$ cat config.mk
export PLATFORM = sky130hd
export DESIGN_NAME = rgb_led_flash_control
export DESIGN_NICKNAME = d
export VERILOG_FILES = /design/src/rtl/rgb_led_pkg.sv /design/src/rtl/rgb_led_flash_control.sv
export SDC_FILE = /design/constraint.sdc
export NUM_CORES = 1
export LEC_CHECK = 0
export BUFFER_PORTS_ARGS = -buffer_cell sky130_fd_sc_hd__buf_4
export CAP_MARGIN = 20
export CELL_PAD_IN_SITES_DETAIL_PLACEMENT = 1
export CELL_PAD_IN_SITES_GLOBAL_PLACEMENT = 1
export CORE_MARGIN = 2
export CORE_UTILIZATION = 46
export DETAILED_ROUTE_END_ITERATION = 12
export PLACE_DENSITY = 0.82
export SLEW_MARGIN = 40
export SYNTH_ARGS = -nofsm -noshare
export SYNTH_HDL_FRONTEND = slang
export SYNTH_SLANG_ARGS = --single-unit
$ cat constraint.sdc
create_clock -name core_clk -period 3.4 [get_ports core_clk]
set_input_delay 0.17 -clock core_clk [delete_from_list [all_inputs] [get_ports core_clk]]
set_output_delay 0.17 -clock core_clk [all_outputs]
set_load 0.02 [all_outputs]
$ cat src/rtl/rgb_led_pkg.sv
// Constants for the color LED output control block
package rgb_led_pkg;
  // Register offsets
  localparam logic [7:0] CTRL_ADDR   = 8'h00;
  localparam logic [7:0] COLOR_ADDR  = 8'h01;
  localparam logic [7:0] SCALE_ADDR  = 8'h02;
  localparam logic [7:0] GPIO_ADDR   = 8'h06;
  localparam logic [7:0] FLASH_ADDR  = 8'h07;
  localparam logic [7:0] STATUS_ADDR = 8'h08;
  // Control register fields
  localparam int INT_MOD_BIT   = 7;
  localparam int COLOR_EN_BIT  = 6;
  localparam int SINK_MODE_BIT = 5;
  localparam int ON_BITS_LSB   = 1;
  // Current scale fields
  localparam int RED_SCALE_LSB   = 4;
  localparam int GREEN_SCALE_LSB = 2;
  localparam int BLUE_SCALE_LSB  = 0;
  localparam logic [1:0] FULL_SCALE = 2'h3;
  // Pin modulation enable in the GPIO control register
  localparam int PIN_MOD_BIT = 0;
  // Flash register fields and the status register tripped bit
  localparam int FLASH_EN_BIT   = 7;
  localparam int EXT_SEL_LSB    = 4;
  localparam int SAFETY_EN_LSB  = 0;
  localparam int TRIPPED_BIT    = 0;
  // Brightness field of the color register
  localparam int BRIGHT_LSB = 1;
  // Reset values; outputs start in switch mode
  localparam logic [7:0] CTRL_RESET  = 8'h20;
  localparam logic [7:0] COLOR_RESET = 8'h00;
  localparam logic [7:0] SCALE_RESET = 8'h00;
  localparam logic [7:0] GPIO_RESET  = 8'h00;
  localparam logic [7:0] FLASH_RESET = 8'h00;
  // Timing
  localparam longint CLK_HZ       = 25000000;
  localparam longint MOD_FREQ_HZ  = 20000;
  localparam longint SAFETY_TIME_MS = 1000;
  localparam longint MOD_PERIOD_CYC = CLK_HZ / MOD_FREQ_HZ;
  localparam longint SAFETY_CYC = CLK_HZ * SAFETY_TIME_MS / 1000;
  // Flash sequence, Gray along idle-armed-pulse-spent
  typedef enum logic [1:0] {
    FL_IDLE  = 2'b00,
    FL_ARMED = 2'b01,
    FL_PULSE = 2'b11,
    FL_SPENT = 2'b10
  } flash_state_t;
endpackage

$ cat src/rtl/rgb_led_flash_control.sv
// Color LED output control with modulation, flash and safety timer
`timescale 1ns/1ns
module rgb_led_flash_control #(
  parameter longint SAFETY_CYCLES = rgb_led_pkg::SAFETY_CYC,
  parameter longint MOD_CYCLES    = rgb_led_pkg::MOD_PERIOD_CYC
) (
  input  wire logic       core_clk,
  input  wire logic       nrst,
  input  wire logic [7:0] regAddr,
  input  wire logic [7:0] regWrData,
  input  wire logic       regWr,
  input  wire logic       regRd,
  output logic      [7:0] regRdData,
  input  wire logic       modPin,
  output logic            redOutput,
  output logic            greenOutput,
  output logic            blueOutput,
  output logic      [1:0] redScale,
  output logic      [1:0] greenScale,
  output logic      [1:0] blueScale,
  output logic            sinkSwitchMode
);
  if (SAFETY_CYCLES < 2 || SAFETY_CYCLES > 64'h1ffffff)
  begin : g_bad_safety
    $error("SAFETY_CYCLES out of range");
  end
  if (MOD_CYCLES < 8 || MOD_CYCLES > 64'h7ff)
  begin : g_bad_mod
    $error("MOD_CYCLES out of range");
  end

  localparam logic [24:0] SAFE_LAST = 25'(SAFETY_CYCLES - 1);
  localparam logic [10:0] MOD_LAST  = 11'(MOD_CYCLES - 1);
  localparam logic [10:0] MOD_STEP  = 11'(MOD_CYCLES / 8);

  //////////////////////////////////////////////////////////////////////
  // Registers
  logic [7:0] ctrl;
  logic [7:0] color;
  logic [7:0] scale;
  logic [7:0] gpioCtrl;
  logic [7:0] flashCtrl;
  logic       tripped;
  logic [7:0] next_rdData;

  always_ff @(posedge core_clk)
  begin
    if (!nrst)
    begin
      ctrl      <= rgb_led_pkg::CTRL_RESET;
      color     <= rgb_led_pkg::COLOR_RESET;
      scale     <= rgb_led_pkg::SCALE_RESET;
      gpioCtrl  <= rgb_led_pkg::GPIO_RESET;
      flashCtrl <= rgb_led_pkg::FLASH_RESET;
    end
    else if (regWr)
    begin
      case (regAddr)
        rgb_led_pkg::CTRL_ADDR:  ctrl <= regWrData;
        rgb_led_pkg::COLOR_ADDR: color <= regWrData;
        rgb_led_pkg::SCALE_ADDR: scale <= regWrData;
        rgb_led_pkg::GPIO_ADDR:  gpioCtrl <= regWrData;
        rgb_led_pkg::FLASH_ADDR: flashCtrl <= regWrData;
        default: ;
      endcase
    end
  end

  always_comb
  begin
    case (regAddr)
      rgb_led_pkg::CTRL_ADDR:   next_rdData = ctrl;
      rgb_led_pkg::COLOR_ADDR:  next_rdData = color;
      rgb_led_pkg::SCALE_ADDR:  next_rdData = scale;
      rgb_led_pkg::GPIO_ADDR:   next_rdData = gpioCtrl;
      rgb_led_pkg::FLASH_ADDR:  next_rdData = flashCtrl;
      rgb_led_pkg::STATUS_ADDR: next_rdData = {7'h00, tripped};
      default:                  next_rdData = 8'h00;
    endcase
  end

  always_ff @(posedge core_clk)
  begin
    if (!nrst)
      regRdData <= 8'h00;
    else if (regRd)
      regRdData <= next_rdData;
  end

  //////////////////////////////////////////////////////////////////////
  // Decoded controls
  logic       intModEn;
  logic       colorEn;
  logic       pinMod;
  logic       flashEn;
  logic [2:0] onBits;
  logic [2:0] extSel;
  logic [2:0] safetyEn;
  logic       anySafe;

  assign intModEn = ctrl[rgb_led_pkg::INT_MOD_BIT];
  assign colorEn  = ctrl[rgb_led_pkg::COLOR_EN_BIT];
  assign onBits   = ctrl[rgb_led_pkg::ON_BITS_LSB +: 3];
  assign pinMod   = gpioCtrl[rgb_led_pkg::PIN_MOD_BIT] & colorEn;
  assign flashEn  = flashCtrl[rgb_led_pkg::FLASH_EN_BIT];
  assign extSel   = flashCtrl[rgb_led_pkg::EXT_SEL_LSB +: 3];
  assign safetyEn = flashCtrl[rgb_led_pkg::SAFETY_EN_LSB +: 3];
  assign anySafe  = |safetyEn;

  //////////////////////////////////////////////////////////////////////
  // Internal modulation waveform
  logic [10:0] modPhase;
  logic        intWave;

  always_ff @(posedge core_clk)
  begin
    if (!nrst)
      modPhase <= 11'h000;
    else if (modPhase == MOD_LAST)
      modPhase <= 11'h000;
    else
      modPhase <= modPhase + 11'h001;
  end

  assign intWave = modPhase <
    11'(MOD_STEP * color[rgb_led_pkg::BRIGHT_LSB +: 3]);

  //////////////////////////////////////////////////////////////////////
  // Flash sequence
  rgb_led_pkg::flash_state_t flashState;

  always_ff @(posedge core_clk)
  begin
    if (!nrst || !flashEn)
      flashState <= rgb_led_pkg::FL_IDLE;
    else
    begin
      case (flashState)
        rgb_led_pkg::FL_IDLE:
          if (!modPin)
            flashState <= rgb_led_pkg::FL_ARMED;
        rgb_led_pkg::FL_ARMED:
          if (modPin && pinMod)
            flashState <= rgb_led_pkg::FL_PULSE;
        rgb_led_pkg::FL_PULSE:
          if (!modPin)
            flashState <= rgb_led_pkg::FL_SPENT;
        rgb_led_pkg::FL_SPENT:
          flashState <= rgb_led_pkg::FL_SPENT;
        default:
          flashState <= rgb_led_pkg::FL_IDLE;
      endcase
    end
  end

  //////////////////////////////////////////////////////////////////////
  // Safety timer
  logic [24:0] safetyCount;
  logic        safetyRun;
  logic        scaleAccess;

  assign scaleAccess = (regWr || regRd) &&
                       regAddr == rgb_led_pkg::SCALE_ADDR;
  assign safetyRun = anySafe && !tripped &&
                     (!flashEn || modPin);

  always_ff @(posedge core_clk)
  begin
    if (!nrst || !anySafe)
      safetyCount <= 25'h0000000;
    else if (!tripped && !flashEn && scaleAccess)
      safetyCount <= 25'h0000000;
    else if (safetyRun && safetyCount != SAFE_LAST)
      safetyCount <= safetyCount + 25'h0000001;
  end

  always_ff @(posedge core_clk)
  begin
    if (!nrst || !anySafe)
      tripped <= 1'b0;
    else if (safetyRun && safetyCount == SAFE_LAST)
      tripped <= 1'b1;
  end

  //////////////////////////////////////////////////////////////////////
  // Per-channel output logic, index 2 red, 1 green, 0 blue
  logic [5:0] scaleFields;
  logic [2:0] chOn;
  logic [5:0] chScale;
  logic [2:0] safeOff;

  assign scaleFields = {scale[rgb_led_pkg::RED_SCALE_LSB +: 2],
                        scale[rgb_led_pkg::GREEN_SCALE_LSB +: 2],
                        scale[rgb_led_pkg::BLUE_SCALE_LSB +: 2]};

  genvar ch;
  generate
    for (ch = 0; ch < 3; ch++)
    begin : g_ch
      logic next_on;
      logic [1:0] next_scale;
      assign safeOff[ch] = tripped & safetyEn[ch];
      always_comb
      begin
        next_on    = 1'b0;
        next_scale = scaleFields[2*ch +: 2];
        if (colorEn && pinMod && extSel[ch] && flashEn)
        begin
          case (flashState)
            rgb_led_pkg::FL_PULSE:
            begin
              next_on    = 1'b1;
              next_scale = rgb_led_pkg::FULL_SCALE;
            end
            rgb_led_pkg::FL_ARMED: next_on = onBits[ch];
            default:               next_on = 1'b0;
          endcase
        end
        else if (colorEn && onBits[ch])
        begin
          if (pinMod && extSel[ch])
            next_on = modPin & (!intModEn || intWave);
          else
            next_on = !intModEn || intWave;
        end
        if (safeOff[ch])
          next_on = 1'b0;
      end
      always_ff @(posedge core_clk)
      begin
        if (!nrst)
        begin
          chOn[ch]          <= 1'b0;
          chScale[2*ch +: 2] <= rgb_led_pkg::SCALE_RESET[1:0];
        end
        else
        begin
          chOn[ch]          <= next_on;
          chScale[2*ch +: 2] <= next_scale;
        end
      end
    end
  endgenerate

  always_ff @(posedge core_clk)
  begin
    if (!nrst)
      sinkSwitchMode <= 1'b1;
    else
      sinkSwitchMode <= ctrl[rgb_led_pkg::SINK_MODE_BIT];
  end

  assign redOutput   = chOn[2];
  assign greenOutput = chOn[1];
  assign blueOutput  = chOn[0];
  assign redScale    = chScale[5:4];
  assign greenScale  = chScale[3:2];
  assign blueScale   = chScale[1:0];

  logic redPlain;
  assign redPlain = colorEn && onBits[2] && !safeOff[2] && !intModEn;
endmodule

==> impl_metrics.yaml, run 1 <==
status:
  status: "finished, final reports clean"
power_and_ir_drop:
  p_leak_nw: 1.930
  power_frac_seq_pct: 56.7
  power_mw: 2.019
  p_int_mw: 1.556
  peakVddDrop_uv: 196.1
  p_clk_share_pct: 39.1
  p_comb_share_pct: 4.3
  swShare_pct: 22.94
  powerDensity_nw_per_um2: 376.4
  p_sw_mw: 0.4630
global_route:
  antenna_found_initial: 0
  grt_pass1_wl_um: 20600
  grt_util_all_layers_pct: 23.26
  grt_pass1_vias: 4157
  grt_max_degree: 65
  grt-ovfl-total: 0
cells_and_area:
  layout_common_cells: "96 x dfxtp_1, 47 x nand2_1, 44 x buf_4"
  layout_commonest_cell: "dfxtp_1"
  area_growth_pct: 12.94
  nets: 610
  drive_gt1_share_pct: 13.22
  nFillCells: 1232
  instances_no_fill: 711
  diodes: 0
worst_setup_path:
  max_stage_delay_ns: 0.54
  slowest_stage: "fa_1"
  cp.depth: 13
  cp.required_ns: 3.70
  crit_arrival_ns: 3.45
  path_buf_inv: 2
  path_class: "reg2reg"
  crit_fanout: 3
  cpLargestDelayFamily: "adder cells"
  worst-r2r-cell-count: 13
  endpoint_kind: "register"
  crit_path_cell_trace: "inv_1, fa_1, inv_1, ha_1, fa_1, a21oi_2, nor2_1, xnor2_1, ha_1, a21oi_1, o221ai_1, a211o_1, a21oi_1"
  cp-start-kind: "register"
floorplanning:
  die_x_um: 105.6
  dieHeight_um: 105.6
  io_pins: 39
  core_um2: 10180
  design.die.area_um2: 11150
  initial_core_util_pct: 46.62
  rows: 37
route:
  drt_iter0_drc: 146
  via_count: 4080
  vias_per_cell: 5.738
  drt-wirelength-per-cell_um: 17.56
  dr.pass1.iters: 4
  drc: 0
  wl_um: 12490
  ant_nets: 0
placed_design:
  dp_hpwl_um: 9080
  place_congestion: 0.7891
  port_buffers: 38
  dp_cells: 695
sta:
  min_period_ns: 3.147
  rsz0062_at_grt: "no"
  slew_headroom_pct: 48.65
  period_share_pct: 92.55
  clock-skew-final_ns: 0.008744
  worst_pin_slew_ns: 0.7651
  final.setup.tns_ns: 0
  finalSetupViolCount: 0
  drv_slew: 0
  hold_viol_final: 0
  fmax_mhz: 317.8
flow_run:
  drv_cap: 0
clock_network:
  cts.hold.buffers_added: 0
  tritoncts: "done"
  h-tree-depth: 3
  cts_root_buffer: "clkbuf_8"
  clock_sinks: 97
  clk_latency_ns: 0.37
  cts_buffers: 9
  clk_pin_slew_worst_paths_ns: 0.09
  cts.path.max_buffers: 2
synth:
  synthesis.instances: 540
  synth_edf_count: 0
  syn_area_um2: 4748
  ys_types: 49
  ys.flop_type: "dfxtp_1"
  synth_nets: 580
  seq_area_frac_synth_pct: 40.90
  yosys_warnings: 0
  synth-seq-cells: 97
  syn_avg_cell_area_um2: 8.793
  synthArstFlopShare_pct: 0
hold_path:
  worstHoldPathType: "in2reg"
  hold_depth: 2
through the flow:
step	worst slack (ns)	util (%)	hold WS (ns)	area, µm²
floorplan	0.3555	-	0.2713	4748
global placement	0.3883	50.58	0.4079	5151
detailed placement	0.1966	50.58	0.4023	5151
CTS	0.1767	52.60	0.003180	5358
global route	0.04984	52.65	0.01086	5363
finish	0.2534	52.65	0.02351	5363
power groups by stage:
stage          logic, mW  registers (mW)  clock network, mW
6_report          0.0862            1.14              0.788
5_1_grt           0.0941            1.15              0.859
4_1_cts           0.0865            1.14              0.810
3_5_place_dp      0.0862            1.17                  0
3_3_place_gp      0.0838            1.17                  0
2_1_floorplan     0.0441            1.17                  0
Yosys cell counts, types with 3 or more instances:
master | instances | area (µm²)
xnor2_1 | 15 | 131.4
clkbuf_1 | 19 | 71.32
o21a_1 | 7 | 52.55
ha_1 | 16 | 200.2
and3_1 | 13 | 81.33
a22oi_1 | 7 | 52.55
a21bo_2 | 3 | 30.03
buf_2 | 3 | 15.01
inv_1 | 19 | 71.32
or4_1 | 3 | 22.52
nand2b_1 | 5 | 31.28
mux2i_1 | 33 | 330.3
mux2_2 | 8 | 90.09
o21ai_0 | 44 | 220.2
a21oi_1 | 22 | 110.1
and4_1 | 4 | 35.03
or3_1 | 11 | 68.82
nand4_1 | 8 | 50.05
nor3_1 | 7 | 35.03
o211ai_1 | 7 | 52.55
xor2_1 | 8 | 70.07
nor2b_1 | 29 | 181.4
buf_1 | 3 | 11.26
nor4_1 | 6 | 37.54
nand2_1 | 47 | 176.4
a211o_1 | 3 | 26.28
dfxtp_1 | 97 | 1942
nand3_1 | 33 | 165.2
fa_1 | 3 | 60.06
nor2_1 | 33 | 123.9
worst register-to-register path, cell delays in order, from the launching register on:
cell and delay [ns]:
dfxtp_1 0.36, inv_1 0.08, fa_1 0.54, inv_1 0.05, ha_1 0.22, fa_1 0.42
a21oi_2 0.16, nor2_1 0.06, xnor2_1 0.12, ha_1 0.29, a21oi_1 0.15, o221ai_1 0.18
a211o_1 0.31, a21oi_1 0.14
flip-flops by register name, indices dropped and copies added (netlist names), 2 cells and up:
name         cells
gpioCtrl         8
greenScale       2
modPhase        11
flashCtrl        8
flashState       2
regRdData        8
safetyCount     25
redScale         2
color            8
blueScale        2
ctrl             8
scale            8
cell families (layout without fill, tap and decap cells):
family | after synthesis | in the layout | synth area share (%)
muxes | 41 | 41 | 8.854
AOI/OAI and AO/OA | 107 | 107 | 13.89
xor gates and xnor gates | 23 | 23 | 4.243
DFF | 97 | 97 | 40.90
and+or+nand+nor | 209 | 209 | 23.08
buffers and inverters | 44 | 79 | 3.557
adders and majority gates | 19 | 19 | 5.481
what timing repair did:
action,4_1_cts,5_1_grt
setup buffers,0,0
setup endpoints to repair,0,2
resized for setup,0,2
final timing paths:
check                 end  slack (ns)    startpoint
max reg2reg     redOutput        0.25      color[1]
min reg2reg  regRdData[7]        0.47  regRdData[7]
min          regRdData[0]        0.02         regRd
max             redOutput        0.25      color[1]
layer usage:
layer / part of all wire, % / global-route usage (%)
met1: 45 / 28.54
met3: 2.4 / 4.082
met2: 50 / 40.55
met5: 0 / 0
met4: 2.4 / 8.929
final cells by class:
type                            count  area, µm²  area share (%)
Clock inverter                      4      51.30          0.9566
Inverter                           19      71.32           1.330
Clock buffer                       12      155.1           2.893
Tap cell                          136      170.2           3.173
Timing Repair Buffer               44      330.3           6.160
Multi-Input combinational cell    399       2641           49.25
Sequential cell                    97       1943           36.23
Power figures use the tool's default switching activity.
==> inputs of run 2 (changes only) <==
RECOVER_POWER = 25   (was not set)
==> run 2 against run 1 <==
  * Flip-flop and latch count did not move
  * Critical endpoint unchanged
  * Clock power hardly changed
  * Highest routed layer unchanged
  * Fmax about the same
==> impl_metrics.yaml, run 2 (synthesized netlist as in run 1, its figures left out) <==
global_route:
  antenna_found_initial: 0
  grt_util_all_layers_pct: 23.26
  grt_pass1_vias: 4157
  grt_pass1_wl_um: 20600
  grt-ovfl-total: 0
  grt_max_degree: 65
clock_network:
  cts_root_buffer: "clkbuf_8"
  cts.hold.buffers_added: 0
  post_cts_buffers: 0
  h-tree-depth: 3
  clk_pin_slew_worst_paths_ns: 0.09
  clock_sinks: 97
  tritoncts: "done"
  cts_buffers: 9
  clk_latency_ns: 0.37
  cts.path.max_buffers: 2
  cts_resized: 0
floorplanning:
  die_x_um: 105.6
  io_pins: 39
  rows: 37
  core_um2: 10180
  design.die.area_um2: 11150
  dieHeight_um: 105.6
  initial_core_util_pct: 46.62
sta:
  period_share_pct: 92.52
  clock-skew-final_ns: 0.008372
  hold_ws_ns: 0.02325
  rsz0062_at_grt: "no"
  fmax_mhz: 317.9
  worst_pin_slew_ns: 0.7813
  finalSetupViolCount: 0
  drv_slew: 0
  hold_viol_final: 0
  slew_headroom_pct: 47.56
  setup_slack_ns: 0.2544
  final.setup.tns_ns: 0
  min_period_ns: 3.146
route:
  drt-wirelength-per-cell_um: 17.62
  ant_nets: 0
  dr.pass1.iters: 4
  via_count: 4092
  wl_um: 12530
  vias_per_cell: 5.755
  drt_iter0_drc: 107
  drc: 0
placed_design:
  dp_slack_ns: 0.1966
  dp_hpwl_um: 9080
  placed_area_um2: 5151
  port_buffers: 38
  place_congestion: 0.7891
worst_setup_path:
  crit_fanout: 3
  max_stage_delay_ns: 0.54
  crit_start: "color[1]"
  cp-start-kind: "register"
  worstReg2RegStart: "color[1]"
  crit_path_cell_trace: "inv_1, fa_1, inv_1, ha_1, fa_1, a21oi_2, nor2_1, xnor2_1, ha_1, a21oi_1, o221ai_1, a211o_1, a21oi_1"
  endpoint_kind: "register"
  path_class: "reg2reg"
  cp.required_ns: 3.70
  crit_arrival_ns: 3.44
  slowest_stage: "fa_1"
flow_run:
  drv_cap: 0
power_and_ir_drop:
  power_mw: 2.018
  peakVddDrop_uv: 196.7
  powerDensity_nw_per_um2: 381.2
  p_leak_nw: 1.854
status:
  status: "finished, final reports clean"
cells_and_area:
  drive_gt1_share_pct: 10.09
  largest_register_ff_count: 25
  final_cell_area_um2: 5295
  diodes: 0
  area_growth_pct: 11.52
  ff_latch_area_um2: 1943
  nets: 610
  layout_commonest_cell: "dfxtp_1"
  reg.largest.list: "safetyCount x25, modPhase x11"
  multi_input_area_um2: 2641
  top_register: "safetyCount"
  nFillCells: 1238
  layout_common_cells: "96 x dfxtp_1, 47 x nand2_1, 43 x o21ai_0"
hold_path:
  hp-start: "regRd"
  worstHoldPathType: "in2reg"
-- run 2: final timing paths --
| check | cells after the start | slack [ns] | to |
|---|---|---|---|
| max | 13 | 0.25 | redOutput |
| max reg2reg | 13 | 0.25 | redOutput |
| min reg2reg | 2 | 0.47 | regRdData[1] |
| min | 2 | 0.02 | regRdData[0] |
-- run 2: layout make-up --
class                      count  area share [%]
clock inverter                 4          0.9688
clock buffer                  12           2.930
timing repair buffer          44           4.962
multi-input combinational    399           49.88
sequential                    97           36.70
tap                          136           3.214
inverter                      19           1.347
-- run 2: stage by stage --
step	instances	utilization, %
floorplan	540	-
global placement	695	50.58
detailed placement	695	50.58
CTS	711	52.60
global route	711	51.99
finish	711	51.99
-- run 2: critical path: cells and delay by family, from the launching register on --
family | cells | cell delay (ns)
AOI/OAI and AO/OA | 5 | 0.94
xor gates and xnor gates | 1 | 0.12
adders and majority gates | 4 | 1.47
buffers and inverters | 2 | 0.13
DFF | 1 | 0.36
and+or+nand+nor | 1 | 0.06
-- run 2: metal layers --
layer	global-route usage, %	wire (µm)	up-vias
met5	0	0	-
met4	8.929	299	0
met3	4.082	281	20
met2	40.55	6285	64
met1	28.54	5659	2039
li1	-	-	1969
-- run 2: power by group --
part,leakage [nW],switching [mW],internal [mW]
Combinational,0.969,0.0513,0.0348
Sequential,0.782,0.00469,1.14
Clock,0.103,0.407,0.381
Total,1.85,0.463,1.56
==> inputs of run 3 (changes only) <==
--- a/config.mk
+++ b/config.mk
@@ -12,5 +12,6 @@
 export CORE_MARGIN = 2
-export CORE_UTILIZATION = 46
+export CORE_UTILIZATION = 47
+export CTS_BUF_LIST = sky130_fd_sc_hd__clkbuf_8
 export DETAILED_ROUTE_END_ITERATION = 12
-export PLACE_DENSITY = 0.82
+export PLACE_DENSITY = 0.83
 export RECOVER_POWER = 25
==> constraint.sdc (replaced) <==
create_clock -name core_clk -period 3.4 [get_ports core_clk]
set_input_delay 0.51 -clock core_clk [delete_from_list [all_inputs] [get_ports core_clk]]
set_output_delay 0.51 -clock core_clk [all_outputs]
set_load 0.02 [all_outputs]
==> run 3 against run 2 <==
  * Routed wire length rose by 0.34%
  * Hold slack improved by 0.32 ns
  * Worst setup slack worse by 0.043 ns
  * Via count is 0.46% lower
  * First-iteration DRC count is 64% higher
  * Total power fell by 5.0%
==> impl_metrics.yaml, run 3 (synthesized netlist as in run 1, its figures left out) <==
status:
  status: "finished, final reports clean"
sta:
  hold_viol_final: 0
  fmax_mhz: 313.6
  clock-skew-final_ns: 0.01044
  rsz0062_at_grt: "no"
  worst_pin_slew_ns: 1.269
  drv_slew: 0
  final.setup.tns_ns: 0
  slew_headroom_pct: 15.40
  min_period_ns: 3.189
  period_share_pct: 93.78
  finalSetupViolCount: 0
clock_network:
  clock_sinks: 97
  tritoncts: "done"
  post_cts_buffers: 0
  cts_buffers: 9
  clk_latency_ns: 0.38
  cts.path.max_buffers: 2
  cts_root_buffer: "clkbuf_8"
  cts_resized: 0
  clk_pin_slew_worst_paths_ns: 0.10
  cts.hold.buffers_added: 0
  h-tree-depth: 3
power_and_ir_drop:
  power_frac_seq_pct: 59.7
  swShare_pct: 24.24
  peakVddDrop_uv: 382.5
  p_sw_mw: 0.4649
  powerDensity_nw_per_um2: 365.0
  p_leak_nw: 1.832
  power_mw: 1.918
  p_comb_share_pct: 4.5
  p_int_mw: 1.453
  p_clk_share_pct: 35.9
route:
  drt-wirelength-per-cell_um: 17.75
  wl_um: 12570
  drt_iter0_drc: 176
  dr.pass1.iters: 4
  vias_per_cell: 5.753
  via_count: 4073
  ant_nets: 0
  drc: 0
worst_setup_path:
  cp-start-kind: "register"
  worst-r2r-cell-count: 13
  endpoint_kind: "register"
  cp.required_ns: 3.71
  path_class: "reg2reg"
  crit_fanout: 5
  crit_arrival_ns: 3.50
  rrSetupSlack_ns: 0.21
  rr_endpoint: "blueOutput"
  worstReg2RegStart: "color[3]"
cells_and_area:
  fin_util_pct: 53.76
  reg.largest.list: "safetyCount x25, modPhase x11"
  layout_commonest_cell: "dfxtp_1"
  nets: 611
  nFillCells: 1191
  instances_no_fill: 708
  largest_register_ff_count: 25
  layout_common_cells: "96 x dfxtp_1, 47 x nand2_1, 43 x o21ai_0"
  final_cell_area_um2: 5255
  area_growth_pct: 10.67
  diodes: 0
  drive_gt1_share_pct: 9.913
  top_register: "safetyCount"
placed_design:
  dp_hpwl_um: 9316
  port_buffers: 38
  place_congestion: 0.7919
  placed_area_um2: 5155
  dp_cells: 693
hold_path:
  hp-start: "regRd"
  min_to: "regRdData[0]"
  worstHoldPathType: "in2reg"
  hold_depth: 2
floorplanning:
  io_pins: 39
  die_x_um: 104.5
  initial_core_util_pct: 48.58
  design.die.area_um2: 10920
  rows: 36
  dieHeight_um: 104.5
  core_um2: 9774
global_route:
  grt_max_degree: 36
  grt_util_all_layers_pct: 24.25
  grt_pass1_wl_um: 21070
  antenna_found_initial: 0
  grt_pass1_vias: 4218
  grt-ovfl-total: 0
flow_run:
  drv_cap: 0
==> run 3: area by class of cell <==
type	count	area (µm²)	share of cell area, %
clock inverter	5	32.53	0.6190
inverter	19	71.32	1.357
sequential	97	1943	36.98
multi-input combinational	399	2638	50.19
timing repair buffer	45	266.5	5.071
clock buffer	10	137.6	2.619
tap	133	166.4	3.167
==> run 3: power groups by stage <==
stage                     clock, mW  combinational [mW]  sequential (mW)
final                         0.688              0.0855             1.14
after CTS                     0.700              0.0862             1.14
after floorplan                   0              0.0441             1.17
after detailed placement          0              0.0859             1.17
after global placement            0              0.0833             1.17
after global routing          0.753              0.0937             1.15
==> run 3: how the worst max path moves through the flow <==
stage                        start     endpoint  slack, ns
after floorplan           color[1]   blueOutput       0.36
after global placement    color[3]   blueOutput       0.40
after detailed placement  color[3]   blueOutput       0.16
after CTS                 color[3]   blueOutput       0.13
after global routing      color[3]  greenOutput      0.007
final                     color[3]   blueOutput       0.21
==> run 3: worst max-delay path, stage by stage, from the launching register on <==
cell and delay [ns]:
dfxtp_2 0.38, inv_1 0.10, fa_1 0.49, inv_1 0.05, ha_1 0.22, fa_1 0.40
a21oi_1 0.16, nor2_1 0.07, xnor2_1 0.13, ha_1 0.29, a21oi_1 0.18, o221ai_1 0.21
a211o_1 0.31, a21oi_1 0.14
==> run 3: layer usage <==
layer / share of wire (%) / up-vias / routed length [µm] / global-route usage, %
li1: - / 1964 / - / -
met1: 45 / 2005 / 5664 / 29.15
met2: 49 / 80 / 6143 / 41.55
met3: 3.4 / 24 / 431 / 6.266
met4: 2.6 / 0 / 327 / 8.977
met5: 0 / - / 0 / 0
==> run 3: through the flow <==
stage | setup WS [ns] | hold WS, ns
finish | 0.2114 | 0.3456
global route | 0.006838 | 0.3503
CTS | 0.1276 | 0.3371
detailed placement | 0.1604 | 0.4543
global placement | 0.4023 | 0.4429
floorplan | 0.3555 | 0.4325
